File: src/verilog/fasl_regs.vh
/*
 * Register offsets, field positions, reset values and timing values in ns
 * for the fault alert and status latching block.
 * Assumes inclusion by bare name from the design files; definitions only.
 */
`ifndef FASL_REGS_VH
`define FASL_REGS_VH

// Command codes and register offsets
`define FASL_CMD_CLEAR_FAULTS      8'h03
`define FASL_ADDR_MASK_FIRST       8'h1B
`define FASL_ADDR_BUS_V_STATUS     8'h7A
`define FASL_ADDR_SHUNT_I_STATUS   8'h7B
`define FASL_ADDR_TEMP_STATUS      8'h7D
`define FASL_ADDR_COMM_STATUS      8'h7E
`define FASL_ADDR_CFG_INT          8'hDD
`define FASL_ADDR_FORCE_POL        8'hDE
`define FASL_ADDR_MASK_SECOND      8'hDF

// Command kinds from the protocol engine
`define FASL_KIND_SEND             2'h0
`define FASL_KIND_WRITE            2'h1
`define FASL_KIND_READ             2'h2

// Status bit positions inside their bytes
`define FASL_BIT_BUS_OV            6
`define FASL_BIT_BUS_UV            5
`define FASL_BIT_SHUNT_OC          5
`define FASL_BIT_OVERTEMP          6
`define FASL_BIT_UNSUP_CMD         7
`define FASL_BIT_UNSUP_DATA        6
`define FASL_BIT_PEC_ERR           5
`define FASL_BIT_OTHER_COMM        1

// Interrupt configuration word fields
`define FASL_CFG_UNDERVOLTAGE_COMPARATOR_ENABLE             0
`define FASL_CFG_OVERVOLTAGE_COMPARATOR_ENABLE             1
`define FASL_CFG_OVERCURRENT_COMPARATOR_ENABLE             2
`define FASL_CFG_OVERVOLTAGE_FILTER_SELECT_LSB        3
`define FASL_CFG_UNDERVOLTAGE_FILTER_SELECT_LSB        5
`define FASL_CFG_OVERCURRENT_FILTER_SELECT_LSB        7
`define FASL_CFG_A1_FT_LSB         9
`define FASL_CFG_A2_FT_LSB         12
`define FASL_FT_OV_OT              2
`define FASL_FT_UV                 1
`define FASL_FT_OC                 0

// Force and polarity byte fields
`define FASL_FP_FORCE_FIRST        0
`define FASL_FP_FORCE_SECOND       1
`define FASL_FP_POL_FIRST          2
`define FASL_FP_POL_SECOND         3

// Internal source index (also mask bit layout)
`define FASL_SRC_OV                0
`define FASL_SRC_UV                1
`define FASL_SRC_OC                2
`define FASL_SRC_OT                3
`define FASL_SRC_UNSUP_CMD         4
`define FASL_SRC_UNSUP_DATA        5
`define FASL_SRC_PEC               6
`define FASL_SRC_OTHER_COMM        7

// Reset values
`define FASL_RST_CFG_INT           16'h0000
`define FASL_RST_FORCE_POL         8'h00
`define FASL_RST_MASK              8'hFF
`define FASL_RST_STATUS            8'h00

// Timing
`define FASL_CLK_PERIOD_NS         100
`define FASL_FILT_2US_NS           2000
`define FASL_FILT_4US_NS           4000
`define FASL_FILT_8US_NS           8000

`endif

File: src/verilog/fasl_top.v
/*
 * Fault alert conditioning and status latching for a power monitor:
 * comparator sync, enables, glitch filters, sticky status, command
 * decode for status access and two alert pins.
 * Assumes a protocol engine on the same clock hands over decoded
 * commands as one-cycle strobes, and raw comparators are asynchronous.
 */

// Functional notes
// - Filter select picks 0, 2, 4, 8 us
// - Faults pass only after persisting filter time
// - One undervoltage filter serves both pins
// - One overvoltage filter serves both pins
// - Overcurrent enable powers overcurrent comparator
// - Overvoltage enable powers overvoltage comparator
// - Undervoltage enable powers undervoltage comparator
// - Polarity bits set each pin's active level
// - Force bits drive each pin active
// - Clear-faults command zeroes all status except same-cycle sets
// - Overvoltage latches bus status bit 6
// - Undervoltage latches bus status bit 5
// - Overcurrent latches current status bit 5
// - Over-temperature latches temperature status bit 6
// - Unsupported command latches comm bit 7
// - Unsupported data latches comm bit 6
// - Packet check mismatch latches comm bit 5
// - Bypass bits choose filtered or raw path
// - Mask bits block latched sources; reset masks all
// - Other comm errors latch comm bit 1

`timescale 1ns/1ps
`include "fasl_regs.vh"

module fasl_top (
    // Clock and reset
    input  wire        i_mclk,
    input  wire        i_reset,
    // Raw comparator outputs, asynchronous
    input  wire        i_overvoltage_cmp,
    input  wire        i_undervoltage_cmp,
    input  wire        i_overcurrent_cmp,
    input  wire        i_overtemp_cmp,
    // Decoded command from protocol engine
    input  wire        i_cmd_valid,
    input  wire [1:0]  i_cmd_kind,
    input  wire [7:0]  i_cmd_code,
    input  wire        i_cmd_word,
    input  wire [15:0] i_cmd_data,
    input  wire        i_pec_error,
    // Read answer
    output reg  [15:0] o_rd_data,
    output reg         o_rd_valid,
    // Comparator power enables
    output wire        o_overvoltage_comparator_enable,
    output wire        o_undervoltage_comparator_enable,
    output wire        o_overcurrent_comparator_enable,
    // Alert pins
    output reg         o_push_pull_alert_pin,
    output reg         o_open_drain_alert_pin_out,
    output reg         o_open_drain_alert_pin_oe
);

    // Configuration and control registers
    reg  [15:0] cfg_q;          // Interrupt configuration word
    reg  [7:0]  fp_q;           // Force and polarity byte
    reg  [7:0]  mask1_q;        // First pin source mask
    reg  [7:0]  mask2_q;        // Second pin source mask
    reg  [7:0]  flag_q;         // Sticky sources, mask bit layout
    reg  [7:0]  flag_d;         // Next sticky sources

    // Synchroniser stages
    reg  [3:0]  sync1_q;        // First stage, read by second only
    reg  [3:0]  sync2_q;        // Second stage

    // Conditioned comparator paths
    wire [3:0]  raw_en;         // Enabled, synchronised comparators
    wire [3:0]  filt;           // Filtered comparators

    // Command decode results
    reg         clear_all;      // Clear-faults executed
    reg         ev_unsup_cmd;   // Unsupported command
    reg         ev_unsup_data;  // Unsupported data
    reg         ev_other_comm;  // Other comm error
    reg         wr_ok;          // Accepted register write
    reg         rd_ok;          // Accepted register read
    reg  [7:0]  clr;            // Write-one-to-clear per source
    reg  [15:0] rd_d;           // Read data mux
    reg  [7:0]  set;            // Set events per source

    // Alert combination
    wire        act1;           // First pin active before polarity
    wire        act2;           // Second pin active before polarity
    wire        lvl1;           // First pin level
    wire        lvl2;           // Second pin level

    // Filter select for one source
    function [1:0] filt_sel;
        input [15:0] cfg;
        input [1:0]  idx;
        begin
            case (idx)
                2'h0:    filt_sel = cfg[`FASL_CFG_OVERVOLTAGE_FILTER_SELECT_LSB +: 2];
                2'h1:    filt_sel = cfg[`FASL_CFG_UNDERVOLTAGE_FILTER_SELECT_LSB +: 2];
                2'h2:    filt_sel = cfg[`FASL_CFG_OVERCURRENT_FILTER_SELECT_LSB +: 2];
                default: filt_sel = cfg[`FASL_CFG_OVERVOLTAGE_FILTER_SELECT_LSB +: 2];   // Temperature shares overvoltage filter
            endcase
        end
    endfunction

    // Offset answers to a command
    function is_defined;
        input [7:0] a;
        begin
            case (a)
                `FASL_ADDR_MASK_FIRST, `FASL_ADDR_BUS_V_STATUS, `FASL_ADDR_SHUNT_I_STATUS,
                `FASL_ADDR_TEMP_STATUS, `FASL_ADDR_COMM_STATUS, `FASL_ADDR_CFG_INT,
                `FASL_ADDR_FORCE_POL, `FASL_ADDR_MASK_SECOND:
                    is_defined = 1'b1;
                default:
                    is_defined = 1'b0;
            endcase
        end
    endfunction

    // Active state of one pin before polarity
    function alert_act;
        input [7:0] flags;
        input [7:0] mask;
        input [2:0] ft;
        input [3:0] raw;
        reg         ov_t;
        reg         uv_t;
        reg         oc_t;
        reg         ot_t;
        begin
            ov_t = ft[`FASL_FT_OV_OT] ? raw[`FASL_SRC_OV] : (flags[`FASL_SRC_OV] & ~mask[`FASL_SRC_OV]);
            ot_t = ft[`FASL_FT_OV_OT] ? raw[`FASL_SRC_OT] : (flags[`FASL_SRC_OT] & ~mask[`FASL_SRC_OT]);
            uv_t = ft[`FASL_FT_UV] ? raw[`FASL_SRC_UV] : (flags[`FASL_SRC_UV] & ~mask[`FASL_SRC_UV]);
            oc_t = ft[`FASL_FT_OC] ? raw[`FASL_SRC_OC] : (flags[`FASL_SRC_OC] & ~mask[`FASL_SRC_OC]);

            alert_act = ov_t | ot_t | uv_t | oc_t | (|(flags[7:4] & ~mask[7:4]));
        end
    endfunction

    // Two-stage synchroniser for comparator pins
    always @(posedge i_mclk or posedge i_reset) begin
        if (i_reset) begin
            sync1_q <= 4'h0;
            sync2_q <= 4'h0;
        end else begin
            sync1_q <= {i_overtemp_cmp, i_overcurrent_cmp, i_undervoltage_cmp, i_overvoltage_cmp};
            sync2_q <= sync1_q;
        end
    end

    // Enable gating; disabled comparator reads inactive
    assign raw_en[`FASL_SRC_OV] = sync2_q[`FASL_SRC_OV] & cfg_q[`FASL_CFG_OVERVOLTAGE_COMPARATOR_ENABLE];
    assign raw_en[`FASL_SRC_UV] = sync2_q[`FASL_SRC_UV] & cfg_q[`FASL_CFG_UNDERVOLTAGE_COMPARATOR_ENABLE];
    assign raw_en[`FASL_SRC_OC] = sync2_q[`FASL_SRC_OC] & cfg_q[`FASL_CFG_OVERCURRENT_COMPARATOR_ENABLE];
    assign raw_en[`FASL_SRC_OT] = sync2_q[`FASL_SRC_OT];

    // Power enables to the analog comparators
    assign o_overvoltage_comparator_enable  = cfg_q[`FASL_CFG_OVERVOLTAGE_COMPARATOR_ENABLE];
    assign o_undervoltage_comparator_enable = cfg_q[`FASL_CFG_UNDERVOLTAGE_COMPARATOR_ENABLE];
    assign o_overcurrent_comparator_enable  = cfg_q[`FASL_CFG_OVERCURRENT_COMPARATOR_ENABLE];

    // One shared filter per source, feeding both pins
    genvar g;
    generate
        for (g = 0; g < 4; g = g + 1) begin : g_filt
            fasl_glitch_filter u_filt (
                .i_mclk  (i_mclk),
                .i_reset (i_reset),
                .i_fault (raw_en[g]),
                .i_sel   (filt_sel(cfg_q, g[1:0])),
                .o_fault (filt[g])
            );
        end
    endgenerate

    // Command decode: errors, writes, reads, clear
    always @* begin
        clear_all     = 1'b0;
        ev_unsup_cmd  = 1'b0;
        ev_unsup_data = 1'b0;
        ev_other_comm = 1'b0;
        wr_ok         = 1'b0;
        rd_ok         = 1'b0;

        if (i_cmd_valid) begin
            case (i_cmd_kind)
                `FASL_KIND_SEND: begin
                    if (i_cmd_code == `FASL_CMD_CLEAR_FAULTS)
                        clear_all = 1'b1;
                    else
                        ev_unsup_cmd = 1'b1;
                end

                `FASL_KIND_WRITE: begin
                    if (i_cmd_code == `FASL_CMD_CLEAR_FAULTS)
                        ev_unsup_data = 1'b1;
                    else if (!is_defined(i_cmd_code))
                        ev_unsup_cmd = 1'b1;
                    else if (i_cmd_word != (i_cmd_code == `FASL_ADDR_CFG_INT))
                        ev_unsup_data = 1'b1;
                    else
                        wr_ok = 1'b1;
                end

                `FASL_KIND_READ: begin
                    if (i_cmd_code == `FASL_CMD_CLEAR_FAULTS)
                        ev_other_comm = 1'b1;
                    else if (!is_defined(i_cmd_code))
                        ev_unsup_cmd = 1'b1;
                    else
                        rd_ok = 1'b1;
                end

                default: begin
                    ev_unsup_cmd = 1'b1;
                end
            endcase
        end
    end

    // Write-one-to-clear decode per status byte
    always @* begin
        clr = 8'h00;
        if (wr_ok) begin
            case (i_cmd_code)
                `FASL_ADDR_BUS_V_STATUS: begin
                    clr[`FASL_SRC_OV] = i_cmd_data[`FASL_BIT_BUS_OV];
                    clr[`FASL_SRC_UV] = i_cmd_data[`FASL_BIT_BUS_UV];
                end
                `FASL_ADDR_SHUNT_I_STATUS: begin
                    clr[`FASL_SRC_OC] = i_cmd_data[`FASL_BIT_SHUNT_OC];
                end
                `FASL_ADDR_TEMP_STATUS: begin
                    clr[`FASL_SRC_OT] = i_cmd_data[`FASL_BIT_OVERTEMP];
                end
                `FASL_ADDR_COMM_STATUS: begin
                    clr[`FASL_SRC_UNSUP_CMD]  = i_cmd_data[`FASL_BIT_UNSUP_CMD];
                    clr[`FASL_SRC_UNSUP_DATA] = i_cmd_data[`FASL_BIT_UNSUP_DATA];
                    clr[`FASL_SRC_PEC]        = i_cmd_data[`FASL_BIT_PEC_ERR];
                    clr[`FASL_SRC_OTHER_COMM] = i_cmd_data[`FASL_BIT_OTHER_COMM];
                end
                default: begin
                    clr = 8'h00;
                end
            endcase
        end
    end

    // Sticky flags: a set in the clearing cycle wins
    always @* begin
        set = {ev_other_comm, i_pec_error, ev_unsup_data, ev_unsup_cmd, filt};
        flag_d = set | (flag_q & ~clr & {8{~clear_all}});
    end

    // Read data mux; reserved bits read zero
    always @* begin
        rd_d = 16'h0000;
        case (i_cmd_code)
            `FASL_ADDR_BUS_V_STATUS: begin
                rd_d[`FASL_BIT_BUS_OV] = flag_q[`FASL_SRC_OV];
                rd_d[`FASL_BIT_BUS_UV] = flag_q[`FASL_SRC_UV];
            end
            `FASL_ADDR_SHUNT_I_STATUS: begin
                rd_d[`FASL_BIT_SHUNT_OC] = flag_q[`FASL_SRC_OC];
            end
            `FASL_ADDR_TEMP_STATUS: begin
                rd_d[`FASL_BIT_OVERTEMP] = flag_q[`FASL_SRC_OT];
            end
            `FASL_ADDR_COMM_STATUS: begin
                rd_d[`FASL_BIT_UNSUP_CMD]  = flag_q[`FASL_SRC_UNSUP_CMD];
                rd_d[`FASL_BIT_UNSUP_DATA] = flag_q[`FASL_SRC_UNSUP_DATA];
                rd_d[`FASL_BIT_PEC_ERR]    = flag_q[`FASL_SRC_PEC];
                rd_d[`FASL_BIT_OTHER_COMM] = flag_q[`FASL_SRC_OTHER_COMM];
            end

            `FASL_ADDR_CFG_INT:     rd_d = {1'b0, cfg_q[14:0]};
            `FASL_ADDR_FORCE_POL:   rd_d = {8'h00, 4'h0, fp_q[3:0]};
            `FASL_ADDR_MASK_FIRST:  rd_d = {8'h00, mask1_q};
            `FASL_ADDR_MASK_SECOND: rd_d = {8'h00, mask2_q};
            default:                rd_d = 16'h0000;
        endcase
    end

    // Register file and status latches
    always @(posedge i_mclk or posedge i_reset) begin
        if (i_reset) begin
            cfg_q      <= `FASL_RST_CFG_INT;
            fp_q       <= `FASL_RST_FORCE_POL;
            mask1_q    <= `FASL_RST_MASK;
            mask2_q    <= `FASL_RST_MASK;
            flag_q     <= `FASL_RST_STATUS;
            o_rd_data  <= 16'h0000;
            o_rd_valid <= 1'b0;
        end else begin
            flag_q     <= flag_d;
            o_rd_valid <= rd_ok;
            if (rd_ok)
                o_rd_data <= rd_d;

            if (wr_ok) begin
                case (i_cmd_code)
                    `FASL_ADDR_CFG_INT:     cfg_q   <= {1'b0, i_cmd_data[14:0]};
                    `FASL_ADDR_FORCE_POL:   fp_q    <= {4'h0, i_cmd_data[3:0]};
                    `FASL_ADDR_MASK_FIRST:  mask1_q <= i_cmd_data[7:0];
                    `FASL_ADDR_MASK_SECOND: mask2_q <= i_cmd_data[7:0];
                    default:                cfg_q   <= cfg_q;
                endcase
            end
        end
    end

    // Pin activity: unmasked latched, bypassed raw, or forced
    assign act1 = alert_act(flag_q, mask1_q, cfg_q[`FASL_CFG_A1_FT_LSB +: 3], raw_en)
                  | fp_q[`FASL_FP_FORCE_FIRST];
    assign act2 = alert_act(flag_q, mask2_q, cfg_q[`FASL_CFG_A2_FT_LSB +: 3], raw_en)
                  | fp_q[`FASL_FP_FORCE_SECOND];

    assign lvl1 = fp_q[`FASL_FP_POL_FIRST] ? act1 : ~act1;
    assign lvl2 = fp_q[`FASL_FP_POL_SECOND] ? act2 : ~act2;

    // Pin drivers; open drain only ever pulls low
    always @(posedge i_mclk or posedge i_reset) begin
        if (i_reset) begin
            o_push_pull_alert_pin      <= 1'b1;
            o_open_drain_alert_pin_out <= 1'b0;
            o_open_drain_alert_pin_oe  <= 1'b0;
        end else begin
            o_push_pull_alert_pin      <= lvl2;
            o_open_drain_alert_pin_out <= 1'b0;
            o_open_drain_alert_pin_oe  <= ~lvl1;
        end
    end

endmodule

File: src/verilog/fasl_glitch_filter.v
/*
 * One persistence filter: the output rises only after the input has
 * stayed high for the selected number of clock cycles.
 * Assumes a synchronised fault input and the 10 MHz block clock.
 */
`timescale 1ns/1ps
`include "fasl_regs.vh"

module fasl_glitch_filter (
    // Clock and reset
    input  wire       i_mclk,
    input  wire       i_reset,
    // Fault in and delay select
    input  wire       i_fault,
    input  wire [1:0] i_sel,
    // Filtered fault
    output reg        o_fault
);

    // Cycle counts, least times rounded up
    localparam integer CYC_2US = (`FASL_FILT_2US_NS + `FASL_CLK_PERIOD_NS - 1) / `FASL_CLK_PERIOD_NS;
    localparam integer CYC_4US = (`FASL_FILT_4US_NS + `FASL_CLK_PERIOD_NS - 1) / `FASL_CLK_PERIOD_NS;
    localparam integer CYC_8US = (`FASL_FILT_8US_NS + `FASL_CLK_PERIOD_NS - 1) / `FASL_CLK_PERIOD_NS;

    reg  [6:0] cnt_q;     // Cycles the fault has persisted
    reg  [6:0] lim;       // Last count before passing

    // Select to limit: none, 2, 4 or 8 us
    always @* begin
        case (i_sel)
            2'h0:    lim = 7'h00;
            2'h1:    lim = CYC_2US[6:0] - 7'h01;
            2'h2:    lim = CYC_4US[6:0] - 7'h01;
            2'h3:    lim = CYC_8US[6:0] - 7'h01;
            default: lim = 7'h00;
        endcase
    end

    // Persistence counter; any drop restarts it
    always @(posedge i_mclk or posedge i_reset) begin
        if (i_reset) begin
            cnt_q   <= 7'h00;
            o_fault <= 1'b0;
        end else if (!i_fault) begin
            cnt_q   <= 7'h00;
            o_fault <= 1'b0;
        end else if (cnt_q >= lim) begin
            o_fault <= 1'b1;
        end else begin
            cnt_q   <= cnt_q + 7'h01;
        end
    end

endmodule

File: config.mk
export PLATFORM = sky130hd
export DESIGN_NAME = fasl_top
export DESIGN_NICKNAME = d
export VERILOG_FILES = /design/src/verilog/fasl_top.v /design/src/verilog/fasl_glitch_filter.v
export VERILOG_INCLUDE_DIRS = /design/src /design/src/verilog
export SDC_FILE = /design/constraint.sdc
export NUM_CORES = 1
export LEC_CHECK = 0
export BUFFER_PORTS_ARGS = -buffer_cell sky130_fd_sc_hd__buf_2
export CAP_MARGIN = 20
export CORE_UTILIZATION = 30
export DETAILED_ROUTE_END_ITERATION = 12
export PLACE_DENSITY = 0.47
export RECOVER_POWER = 100
export SLEW_MARGIN = 20
export SYNTH_ARGS = -nofsm -noshare
export SYNTH_HDL_FRONTEND = slang
export SYNTH_HIERARCHICAL = 1
export SYNTH_SLANG_ARGS = --single-unit
File: constraint.sdc
create_clock -name i_mclk -period 2.9 [get_ports i_mclk]
set_input_delay 0.435 -clock i_mclk [delete_from_list [all_inputs] [get_ports i_mclk]]
set_output_delay 0.435 -clock i_mclk [all_outputs]
set_load 0.01 [all_outputs]
==> metrics list, run 1 <==
* Count of boundary I/O pins: 58
* Layout cell share with drive strength beyond 1: 20.1%
- STA classifies the critical path endpoint as a flip-flop.
* Mean area per synthesized cell: approximately 11 µm²
- In this run the register-to-register setup slack is 0.29 ns.
- Netlist Area Pre-Place: between 5000 and 6000 µm²
* Final Net Count: ~640
* Crit path max fanout: 13
* Number of nets still failing antenna checks after routing: 0
- Synth warn: 6
- From synthesis to final layout, the design area changed by 13.4%.
* Floorplan Core Area: approximately 18000 µm²
* Worst voltage drop across the vdd grid: approximately 220 µV
- Hold slack: between 0.15 and 0.2 ns
- The final count of hold timing violations was 0.
- The die is 138 µm wide.
* Class of the tightest hold or removal check: input pin to asynchronous set/reset pin
- Initial cell density of the core: a little under a third
* GRT Resource Usage Total: 15.2%
- Sum of net half-perimeters after detailed placement: approximately 10 mm
- In this run the vertical extent of the chip is ~140 µm.
- Worst setup slack after layout: between 0.2 and 0.3 ns
* Number of detailed-route iterations in the first pass: 4
- Worst Path Class, Setup: flip-flop to flip-flop
- For the worst setup path, the data required time is 3.16 ns.
* Wire length of the first global-routing pass: about 22 mm
- STA classifies the critical path startpoint as a flip-flop.
* Upper clock frequency limit: between 0.3 and 0.4 GHz
- Pin count of the biggest net entering global routing: 36
- With fillers left out, the area of the finished cells amounts to roughly 6300 µm².
- Setup repair after global routing left no endpoint under its margin.
* Wire per inst: approximately 17 µm
- In this run, synthesis produced a sequential element count of ~100.
- For the final routed database, the setup TNS stands at 0 ns.
- Path depth of the worst reg2reg path: 7
* Clock net sink count: 101
* Power per standard cell area: around 460 nW/µm²
- Total wirelength of the detailed-routed design: roughly 14 mm
- The congestion estimate from routability-driven global placement came to a little under 0.8.
- Clock tree synthesis inserted a total of 9 buffers.
* Final cell count without fillers: between 800 and 900
- Finish-stage setup viols: 0
- After clock tree synthesis, the clock-pin slew on the worst setup and hold paths is about 0.070 ns.
* Post-route DRC: 0
- The number of global-route vias before repair came to just over 4000.
* Transition time at the pin with the least slew margin: 1.98 ns
- The synthesized netlist contains between 60 and 70 unique library cells.
* Number of antenna violations at the first check in global routing: 0
- H-tree levels: 3
- Max-capacitance violation count: 2
- Overall die area: between 15000 and 20000 µm²
* CTS tree: done
* Number of synthesized flops with an enable pin: 0
- The detailed router placed 4099 vias in this run.
* Min Tclk post-route: 2.61 ns
- Top flip-flop cell by instance count after synthesis: sky130_fd_sc_hd__dfrtp_1
- Synth Instances: just over 500
- Remaining global-route overflow: 0
- Max Clock Skew: between 0.005 and 0.006 ns
- The initialized floorplan defines 49 standard-cell rows.
- I/O Buffers: 54
- Number of hold-repair buffers added at the cts stage: 0
- Outcome: finished, violations left
- ANT cells: 0
* # resized after CTS: 0
- The cell sitting at the root of the clock tree is a sky130_fd_sc_hd__clkbuf_16.
* Capture instance of the worst register-to-register path: g_filt[2].u_filt/cnt_q[6]$_DFFE_PP0P_
* Clock buffer depth: 2
- The checks that failed: max-capacitance violations, max-slew violations.
- For this design the static power due to leakage is 2.70 nW.
- Avg Vias per Cell: 5.08
- Synth async-reset ratio: between 90% and 100%
* Normalized max-slew margin: -31.9%
* Post-placement worst setup slack: about 0.35 ns
* Clk_lat worst skew: 0.35 ns
* Area of placed instances: around 6000 µm²
* Post-Place Cells: between 700 and 800
* Share of the yosys chip area belonging to registers: between 40% and 50%
- Max Slew Vio Count: slightly above 70
* Post-route clock period utilization: ~90%
* Critical R2R Launch: cfg_q[7]$_DFFE_PP0P_
- # Post-CTS Setup Buffers: 0
- Arrival time of data at the critical path endpoint: about 2.9 ns
- Starting DRC count in detailed routing: 224
-- synthesized netlist by cell type (5+ instances only) --
cell type                  instances  area share, %
sky130_fd_sc_hd__a21boi_1         12            1.6
sky130_fd_sc_hd__a21o_1            9            1.2
sky130_fd_sc_hd__a21oi_1          11            1.0
sky130_fd_sc_hd__a222oi_1          8            1.4
sky130_fd_sc_hd__a31o_2            5           0.79
sky130_fd_sc_hd__and2_1            9            1.0
sky130_fd_sc_hd__and3_1            5           0.57
sky130_fd_sc_hd__buf_6             5            1.0
sky130_fd_sc_hd__dfrtp_1          84             38
sky130_fd_sc_hd__dfstp_2          17            8.1
sky130_fd_sc_hd__ha_1             36            8.1
sky130_fd_sc_hd__inv_1            33            2.2
sky130_fd_sc_hd__mux2_2           27            5.5
sky130_fd_sc_hd__mux2_4            8            2.2
sky130_fd_sc_hd__nand2_1          44            3.0
sky130_fd_sc_hd__nand2b_1         16            1.8
sky130_fd_sc_hd__nand3_1          22            2.0
sky130_fd_sc_hd__nand4_1          10            1.1
sky130_fd_sc_hd__nor2_1            6           0.41
sky130_fd_sc_hd__nor3_1            5           0.45
sky130_fd_sc_hd__o21a_1            5           0.68
sky130_fd_sc_hd__o21ai_0          17            1.5
sky130_fd_sc_hd__o21ai_1           5           0.45
sky130_fd_sc_hd__o22ai_1           8           0.91
sky130_fd_sc_hd__o31ai_1          12            1.6
sky130_fd_sc_hd__or4_1             8            1.1
sky130_fd_sc_hd__xnor2_1           6           0.95
-- cells in the final DEF, fill, tap and decap left out, drive strengths merged, types with 4 or more instances in the layout --
cell	n
dfrtp	84
nand2	45
clkbuf	41
ha	36
buf	36
mux2	36
inv	33
o21ai	24
nand3	22
dfstp	17
nand2b	16
a21boi	16
o31ai	13
a21oi	11
nand4	10
a21o	9
and2	9
o22ai	8
a222oi	8
or4	8
nor3	8
or3	8
nor2	7
xnor2	6
o21a	5
a31o	5
and3	5
a31oi	5
a22oi	4
nand4b	4
mux2i	4
nor2b	4
or2	4
o211ai	4
clkinv	4
-- critical path: stages, from the launching register on --
cell,delay [ns]
sky130_fd_sc_hd__dfrtp_1,0.45
sky130_fd_sc_hd__or2_2,0.32
sky130_fd_sc_hd__ha_1,0.27
sky130_fd_sc_hd__nand2b_1,0.15
sky130_fd_sc_hd__a31oi_2,0.19
sky130_fd_sc_hd__o21ai_1,0.35
sky130_fd_sc_hd__or4_1,0.61
sky130_fd_sc_hd__a21boi_0,0.19
-- registers in the layout, indices dropped and copies added, names as in the netlist --
name,cells
cfg_q,15
flag_q,8
fp_q,4
g_filt.u_filt/cnt_q,28
g_filt.u_filt/o_fault,4
mask1_q,8
mask2_q,8
o_open_drain_alert_pin_oe,1
o_push_pull_alert_pin,1
o_rd_data,15
o_rd_valid,1
sync1_q,4
sync2_q,4
-- how the worst max path moves through the flow --
stage	startpoint	end	slack, ns	cells past startpoint
after floorplan	i_reset	cfg_q[0]$_DFFE_PP0P_	0.75	1
after global placement	cfg_q[3]$_DFFE_PP0P_	g_filt[3].u_filt/cnt_q[5]$_DFFE_PP0P_	0.39	7
after detailed placement	cfg_q[3]$_DFFE_PP0P_	g_filt[0].u_filt/cnt_q[6]$_DFFE_PP0P_	0.35	7
after CTS	cfg_q[3]$_DFFE_PP0P_	g_filt[3].u_filt/cnt_q[5]$_DFFE_PP0P_	0.35	7
after global routing	cfg_q[7]$_DFFE_PP0P_	g_filt[2].u_filt/cnt_q[6]$_DFFE_PP0P_	0.14	7
final	cfg_q[7]$_DFFE_PP0P_	g_filt[2].u_filt/cnt_q[6]$_DFFE_PP0P_	0.29	7
-- through the flow --
| step | utilization, % | power, W |
|---|---|---|
| final | 34.8 | 0.00286 |
| after global routing | 34.8 | 0.00298 |
| after CTS | 35.5 | 0.00292 |
| after detailed placement | 33.8 | 0.00163 |
| after global placement | 33.8 | 0.00162 |
| after floorplan | - | 0.00156 |
-- layout make-up --
type | count | area [µm²]
Sequential cell | 101 | 2550
Fill cell | 1891 | 11800
Clock buffer | 11 | 253
Tap cell | 229 | 287
Multi-Input combinational cell | 362 | 2690
Timing Repair Buffer | 66 | 307
Clock inverter | 5 | 57.6
Inverter | 33 | 124
-- logic make-up (layout without fill, tap and decap cells) --
kind of cell / count (synthesis) / count (layout) / share of synthesized area (%)
muxes: 40 / 40 / 8.60
AOI/OAI and AO/OA: 118 / 118 / 15.5
DFF: 101 / 101 / 46.1
and+or+nand+nor: 159 / 159 / 16.4
other: 1 / 2 / 0.0678
xor gates and xnor gates: 7 / 7 / 1.11
adders and majority gates: 36 / 36 / 8.15
buffers and inverters: 46 / 115 / 4.07
-- where the power goes --
part	switching [W]	internal (W)	leakage [nW]	total [W]
Clock	0.000552	0.000719	0.156	0.00127
Combinational	0.0000947	0.0000515	1.24	0.000146
Sequential	0.0000155	0.00143	1.30	0.00144
Total	0.000662	0.00220	2.70	0.00286
-- layer usage --
layer / vias to the layer above / track usage (%) / part of all wire, %
met5: - / 0 / 0
met1: 1990 / 20.9 / 49
met3: 15 / 2.28 / 3.9
li1: 2003 / - / -
met2: 91 / 24.1 / 46
met4: 0 / 5.74 / 1.7
Power figures use the tool's default switching activity.
==> run 2: changes to the inputs <==
Settings changed: CORE_UTILIZATION 30 to 45, PLACE_DENSITY 0.47 to 0.65.
==> metrics list, run 2 (synthesized netlist as in run 1, its figures left out) <==
* Outcome: finished, violations left
- Violated checks: max-capacitance violations, max-slew violations
* Class of the tightest hold or removal check: input pin to asynchronous set/reset pin
* Post-route clock period utilization: 90.8% (+0.90 points)
- I/O Buffers: 54 (unchanged)
* Power per standard cell area: 484 nW/µm² (+6.0%)
- Clock buffer depth: 2 (unchanged)
- Pin count of the biggest net entering global routing: 70 (+94%)
- The standard-cell row count is 40 (-18%).
- The maximum cell stage delay along the critical path is 0.60 ns (about the same).
- Worst setup slack after layout: 0.268 ns (-0.0260 ns)
- Initial cell density of the core: 46.0% (+15 points)
- Upper clock frequency limit: 0.380 GHz (-0.99%)
- The number of global-route vias before repair is 4232 (+4.7%).
- Post-placement worst setup slack: 0.329 ns (-0.0248 ns)
* Sum of net half-perimeters after detailed placement: 9.00 mm (-9.3%)
- Worst Setup SP: cfg_q[4]$_DFFE_PP0P_
- Setup TNS after final layout: 0 ns (unchanged)
- The total detailed-routing wirelength was 12.4 mm (-8.5%).
- Counting flops per register, the top entry is g_filt.u_filt/cnt_q.
* # resized after CTS: 0 (unchanged)
* Routability congestion estimate from global placement: 0.792 (+1.1%)
- The global routing usage summed across all routing layers is 21.0% (+5.8 points).
- Clk_lat worst skew: 0.35 ns (about the same)
- The clock buffer count from CTS came to 9 (unchanged).
- The leakage power figure came to 2.70 nW (about the same).
- The height of the chip was 113 µm (-18%).
- Worst path required time: 3.16 ns (about the same)
- The largest fanout on the critical path came to 13 (unchanged).
* Worst Path Class, Setup: flip-flop to flip-flop
- The residual antenna-violating net count after detailed routing was 0 (unchanged).
* Area growth syn-to-layout: 12.3%
- Arrival time of data at the critical path endpoint: 2.89 ns (+0.02 ns)
- Avg Vias per Cell: 5.83 (+15%)
* ANT cells: 0 (unchanged)
* Die boundary width: 113 µm (-18%)
- Number of detailed-route iterations in the first pass: 6 (+2)
* Min Tclk post-route: 2.63 ns (+0.0260 ns)
- The fraction of the core area covered by cells at the end of the flow came to 51.7% (+17 points).
- Max Slew Vio Count: 70 (-1.4%)
* Transition time at the pin with the least slew margin: 1.70 ns (-0.281 ns)
* Floorplan Core Area: 12000 µm² (-33%)
- The final setup violation count was 0 (unchanged).
- Clock net sink count: 101 (unchanged)
* Number of antenna violations at the first check in global routing: 0 (unchanged)
* Max reg flops: 28 (unchanged)
* Wire per inst: 17.2 µm (+2.1%)
* Layout cell share with drive strength beyond 1: 20.1% (+0.070 points)
* Worst voltage drop across the vdd grid: 302 µV (+34%)
* Critical R2R Launch: cfg_q[4]$_DFFE_PP0P_
* Slowest CP cell: sky130_fd_sc_hd__or4_1
- The global route total overflow is 0 (unchanged).
- Cell chain of the critical path: or2_2 -> ha_1 -> nand2b_1 -> a31oi_1 -> o21ai_1 -> or4_1 -> a21boi_0
- The post-CTS clock slew at the launch and capture registers of the worst setup and hold paths was 0.07 ns (about the same).
- # Post-CTS Setup Buffers: 0 (unchanged)
* Wire length of the first global-routing pass: 20.8 mm (-4.0%)
- The number of hold buffers added after CTS is 0 (unchanged).
- Setup repair after global routing left no endpoint under its margin.
- Most common cell after layout, fill and taps aside: sky130_fd_sc_hd__dfrtp_1
* Count of boundary I/O pins: 58 (unchanged)
- Max Clock Skew: 0.00704 ns (+0.00150 ns)
- The number of vias in the routed layout came to 4218 (+2.9%).
* Final Net Count: 642 (-0.31%)
* Overall die area: 12700 µm² (-33%)
* Starting DRC count in detailed routing: 188 (-16%)
- TritonCTS built the clock tree.
- In the layout the commonest cells are 84 x sky130_fd_sc_hd__dfrtp_1, 45 x sky130_fd_sc_hd__nand2_1, 36 x sky130_fd_sc_hd__ha_1.
* Sort of element at the end of the critical path: flip-flop
* H-tree levels: 3 (unchanged)
- The worst setup path is launched from a flip-flop.
- Normalized max-slew margin: -13.2% (+19 points)
* Hold slack: 0.154 ns (-0.00911 ns)
- The number of max-cap violations was 1 (-1).
* Post-route DRC: 0 (unchanged)
* Largest registers: g_filt.u_filt/cnt_q (28), cfg_q (15), o_rd_data (15)
- Total count of hold-check failures in the final report: 0 (unchanged)
- In this run the clock root is driven by a sky130_fd_sc_hd__clkbuf_16.
run 2: cell count changes in the layout (fill, tap and decap cells not counted), moves of 2 or more:
cell                        delta
sky130_fd_sc_hd__o21ai_0       +3
sky130_fd_sc_hd__o21ai_1       -3
sky130_fd_sc_hd__buf_2         -2
sky130_fd_sc_hd__buf_4         -2
sky130_fd_sc_hd__bufinv_16     +2
sky130_fd_sc_hd__clkbuf_1      +2
sky130_fd_sc_hd__clkinv_2      -2
run 2: cell type report:
type | count | area (µm²)
sequential | 101 | 2550
timing repair buffer | 64 | 289
inverter | 33 | 124
clock inverter | 6 | 116
clock buffer | 10 | 239
tap | 147 | 184
fill | 1108 | 5800
multi-input combinational | 362 | 2710
run 2: path summary, 6_finish.rpt:
check                                                   endpoint  slack [ns]  cells past startpoint
max                        g_filt[0].u_filt/cnt_q[5]$_DFFE_PP0P_        0.27                      7
min                        g_filt[2].u_filt/cnt_q[5]$_DFFE_PP0P_        0.15                      2
max reg2reg                g_filt[0].u_filt/cnt_q[5]$_DFFE_PP0P_        0.27                      7
min reg2reg                                 sync2_q[3]$_DFF_PP0_        0.35                      0
max in group asynchronous                   sync2_q[3]$_DFF_PP0_        1.10                      3
min in group i_mclk                         sync1_q[1]$_DFF_PP0_        0.19                      1
run 2: per-stage QoR:
stage / cell area [µm²] / power (W) / std cells
6_report: 6210 / 0.00300 / 723
5_1_grt: 6210 / 0.00310 / 723
4_1_cts: 6320 / 0.00304 / 722
2_1_floorplan: 5530 / 0.00156 / 509
3_3_place_gp: 5960 / 0.00162 / 706
3_5_place_dp: 5960 / 0.00162 / 706
run 2: worst max-delay path: cells and delay by family (launching register included):
kind	cells	cell delay [ns]
AND/OR/NAND/NOR	3	1.09
adder cells (fa/ha/maj)	1	0.27
flip-flops	1	0.49
AO/OA/AOI/OAI	3	0.69
run 2: power breakdown:
group / leakage, nW / switching, W / total (W) / internal (W)
sequential: 1.30 / 0.0000161 / 0.00144 / 0.00143
clock: 0.174 / 0.000540 / 0.00141 / 0.000875
combinational: 1.22 / 0.0000931 / 0.000145 / 0.0000517
run 2: metal layers:
layer | global-route usage [%] | routed length (µm)
met5 | 0 | 0
met1 | 28.9 | 5810
met4 | 8.18 | 215
met3 | 3.05 | 585
met2 | 33.6 | 5800
==> run 3: changes to the inputs <==
Settings changed: CORE_ASPECT_RATIO set to 1.2, CTS_BUF_LIST set to sky130_fd_sc_hd__clkbuf_16.
==> metrics list, run 3 (synthesized netlist as in run 1, its figures left out) <==
* Count of boundary I/O pins: 58 (unchanged)
* Post-layout power: 0.00289 W (-3.8%)
- # Post-CTS Setup Buffers: 0 (unchanged)
- The die footprint was 12700 µm² (about the same).
* Max-capacitance violation count: 0 (-1)
- Transition time at the pin with the least slew margin: 1.13 ns (-0.566 ns)
- The fraction of the core area covered by cells at the end of the flow is 51.6% (-0.11 points).
* GRT Resource Usage Total: 21.1% (+0.13 points)
- The final count of hold timing violations is 0 (unchanged).
- Total wirelength of the detailed-routed design: 12.2 mm (-2.0%)
* Critical R2R Launch: cfg_q[4]$_DFFE_PP0P_
- Upper clock frequency limit: 0.374 GHz (-1.5%)
* Final cell count without fillers: 738 (+2.1%)
- Remaining global-route overflow: 0 (unchanged)
* Max Clock Skew: 0.00946 ns (+0.00242 ns)
* Startpoint Class: flip-flop
- Worst Setup SP: cfg_q[4]$_DFFE_PP0P_
* Die boundary width: 103 µm (-8.6%)
- Power per standard cell area: 465 nW/µm² (-3.9%)
- Number of detailed-route iterations in the first pass: 7 (+1)
- The leakage power figure was 2.71 nW (+0.59%).
* Area growth syn-to-layout: 12.5%
- The filler cell count in the final layout came to 1128 (+1.8%).
* Setup TNS after final layout: 0 ns (unchanged)
- The number of global-route vias before repair is 4086 (-3.4%).
- Commonest non-fill, non-tap cells in the layout: 84 x sky130_fd_sc_hd__dfrtp_1, 45 x sky130_fd_sc_hd__nand2_1, 36 x sky130_fd_sc_hd__ha_1
- The total DRC errors in the routed layout was 0 (unchanged).
- The flow ran to the end, and the final reports show no timing, DRC or antenna violations.
- The worst IR drop on VDD is 308 µV (+2.0%).
- Number of antenna violations at the first check in global routing: 0 (unchanged)
- Initial cell density of the core: 45.8% (-0.17 points)
- Crit path max fanout: 13 (unchanged)
- The share of layout cells above drive strength 1 is 20.5% (+0.31 points).
* Most common cell after layout, fill and taps aside: sky130_fd_sc_hd__dfrtp_1
- The number of sinks on the clock net came to 101 (unchanged).
- The standard-cell row count is 44 (+10%).
* H-tree levels: 3 (unchanged)
- The worst setup path is captured at a flip-flop.
* Min Tclk post-route: 2.67 ns (+0.0392 ns)
- The final max-slew violation count came to 0 (-100%).
* Class of the tightest hold or removal check: input pin to asynchronous set/reset pin
- The worst slew margin relative to its limit is 24.5% (+38 points).
- Worst path required time: 3.15 ns (about the same)
* Worst Path Class, Setup: flip-flop to flip-flop
- ANT cells: 0 (unchanged)
* Starting DRC count in detailed routing: 217 (+15%)
- The via-per-instance ratio was 5.70 (-2.4%).
* Clk root buf: sky130_fd_sc_hd__clkbuf_16
- The height of the chip is 123 µm (+9.4%).
- Vias after detailed routing: 4203 (-0.36%)
- The register with the most flip-flops in the final layout is g_filt.u_filt/cnt_q.
- The post-CTS clock slew at the launch and capture registers of the worst setup and hold paths came to 0.07 ns (about the same).
- The final-layout worst hold slack was 0.153 ns (-0.00147 ns).
- # resized after CTS: 0 (unchanged)
- Post-route clock period utilization: 92.1% (+1.4 points)
* Number of hold-repair buffers added at the cts stage: 0 (unchanged)
* Clk_lat worst skew: 0.35 ns (about the same)
- Pin count of the biggest net entering global routing: 40 (-43%)
- Final Net Count: 643 (+0.16%)
* Post-Place Cells: 722 (+2.3%)
- Sum of net half-perimeters after detailed placement: 9.00 mm (about the same)
- Setup repair after global routing missed its margin: no
- TritonCTS built the clock tree.
- Routability congestion estimate from global placement: 0.865 (+9.2%)
- Wire per inst: 16.5 µm (-4.0%)
* Finish-stage setup viols: 0 (unchanged)
- Largest registers: g_filt.u_filt/cnt_q (28), cfg_q (15), o_rd_data (15)
- The count of input and output buffers was 54 (unchanged).
* Arrival time of data at the critical path endpoint: 2.93 ns (+0.04 ns)
- The placeable core region came to 12100 µm² (+0.38%).
* Clock buffer depth: 2 (unchanged)
- Max reg flops: 28 (unchanged)
- Number of nets still failing antenna checks after routing: 0 (unchanged)
- TritonCTS Buffers: 9 (unchanged)
* Wire length of the first global-routing pass: 20.3 mm (-2.5%)
run 3: changes by cell type in the layout (fill, tap and decap cells not counted), moves of 2 or more:
cell	delta
sky130_fd_sc_hd__inv_1	+2
sky130_fd_sc_hd__buf_2	+2
sky130_fd_sc_hd__clkbuf_1	-3
sky130_fd_sc_hd__buf_4	+2
run 3: worst paths after layout:
check                                                        end  slack, ns  depth (start not counted)
min                        g_filt[1].u_filt/cnt_q[6]$_DFFE_PP0P_       0.15                          2
max in group asynchronous                    flag_q[3]$_DFF_PP0_       0.85                          3
max reg2reg                g_filt[0].u_filt/cnt_q[6]$_DFFE_PP0P_       0.23                          7
min reg2reg                                 sync2_q[2]$_DFF_PP0_       0.35                          0
min in group i_mclk                         sync1_q[0]$_DFF_PP0_       0.19                          1
max                        g_filt[0].u_filt/cnt_q[6]$_DFFE_PP0P_       0.23                          7
run 3: area by class of cell:
cell class | instances | area [µm²] | share of cell area [%]
multi-input combinational | 362 | 2720 | 43.7
sequential | 101 | 2550 | 41.0
timing repair buffer | 65 | 303 | 4.87
clock buffer | 9 | 225 | 3.62
tap | 161 | 201 | 3.24
inverter | 33 | 124 | 1.99
clock inverter | 7 | 97.6 | 1.57
run 3: per-stage QoR:
stage / instance area (µm²) / worst slack (ns)
2_1_floorplan: 5530 / 0.753
3_3_place_gp: 6010 / 0.369
3_5_place_dp: 6010 / 0.293
4_1_cts: 6330 / 0.280
5_1_grt: 6220 / 0.103
6_report: 6220 / 0.229
run 3: per-layer routing:
layer	track usage (%)	part of all wire [%]
met5	0	0
met4	10.6	3.4
met1	28.7	46
met2	32.4	46
met3	3.73	4.6
run 3: worst max-delay path, stage by stage (launching register included):
cell and delay [ns]:
sky130_fd_sc_hd__dfrtp_1 0.49, sky130_fd_sc_hd__or2_2 0.35, sky130_fd_sc_hd__ha_1 0.27, sky130_fd_sc_hd__nand2b_1 0.14, sky130_fd_sc_hd__a31oi_1 0.19, sky130_fd_sc_hd__o21ai_1 0.33
sky130_fd_sc_hd__or4_1 0.62, sky130_fd_sc_hd__a21boi_0 0.21
run 3: power breakdown:
part	internal (W)	switching (W)
Clock	0.000761	0.000538
Sequential	0.00143	0.0000165
Combinational	0.0000529	0.0000931
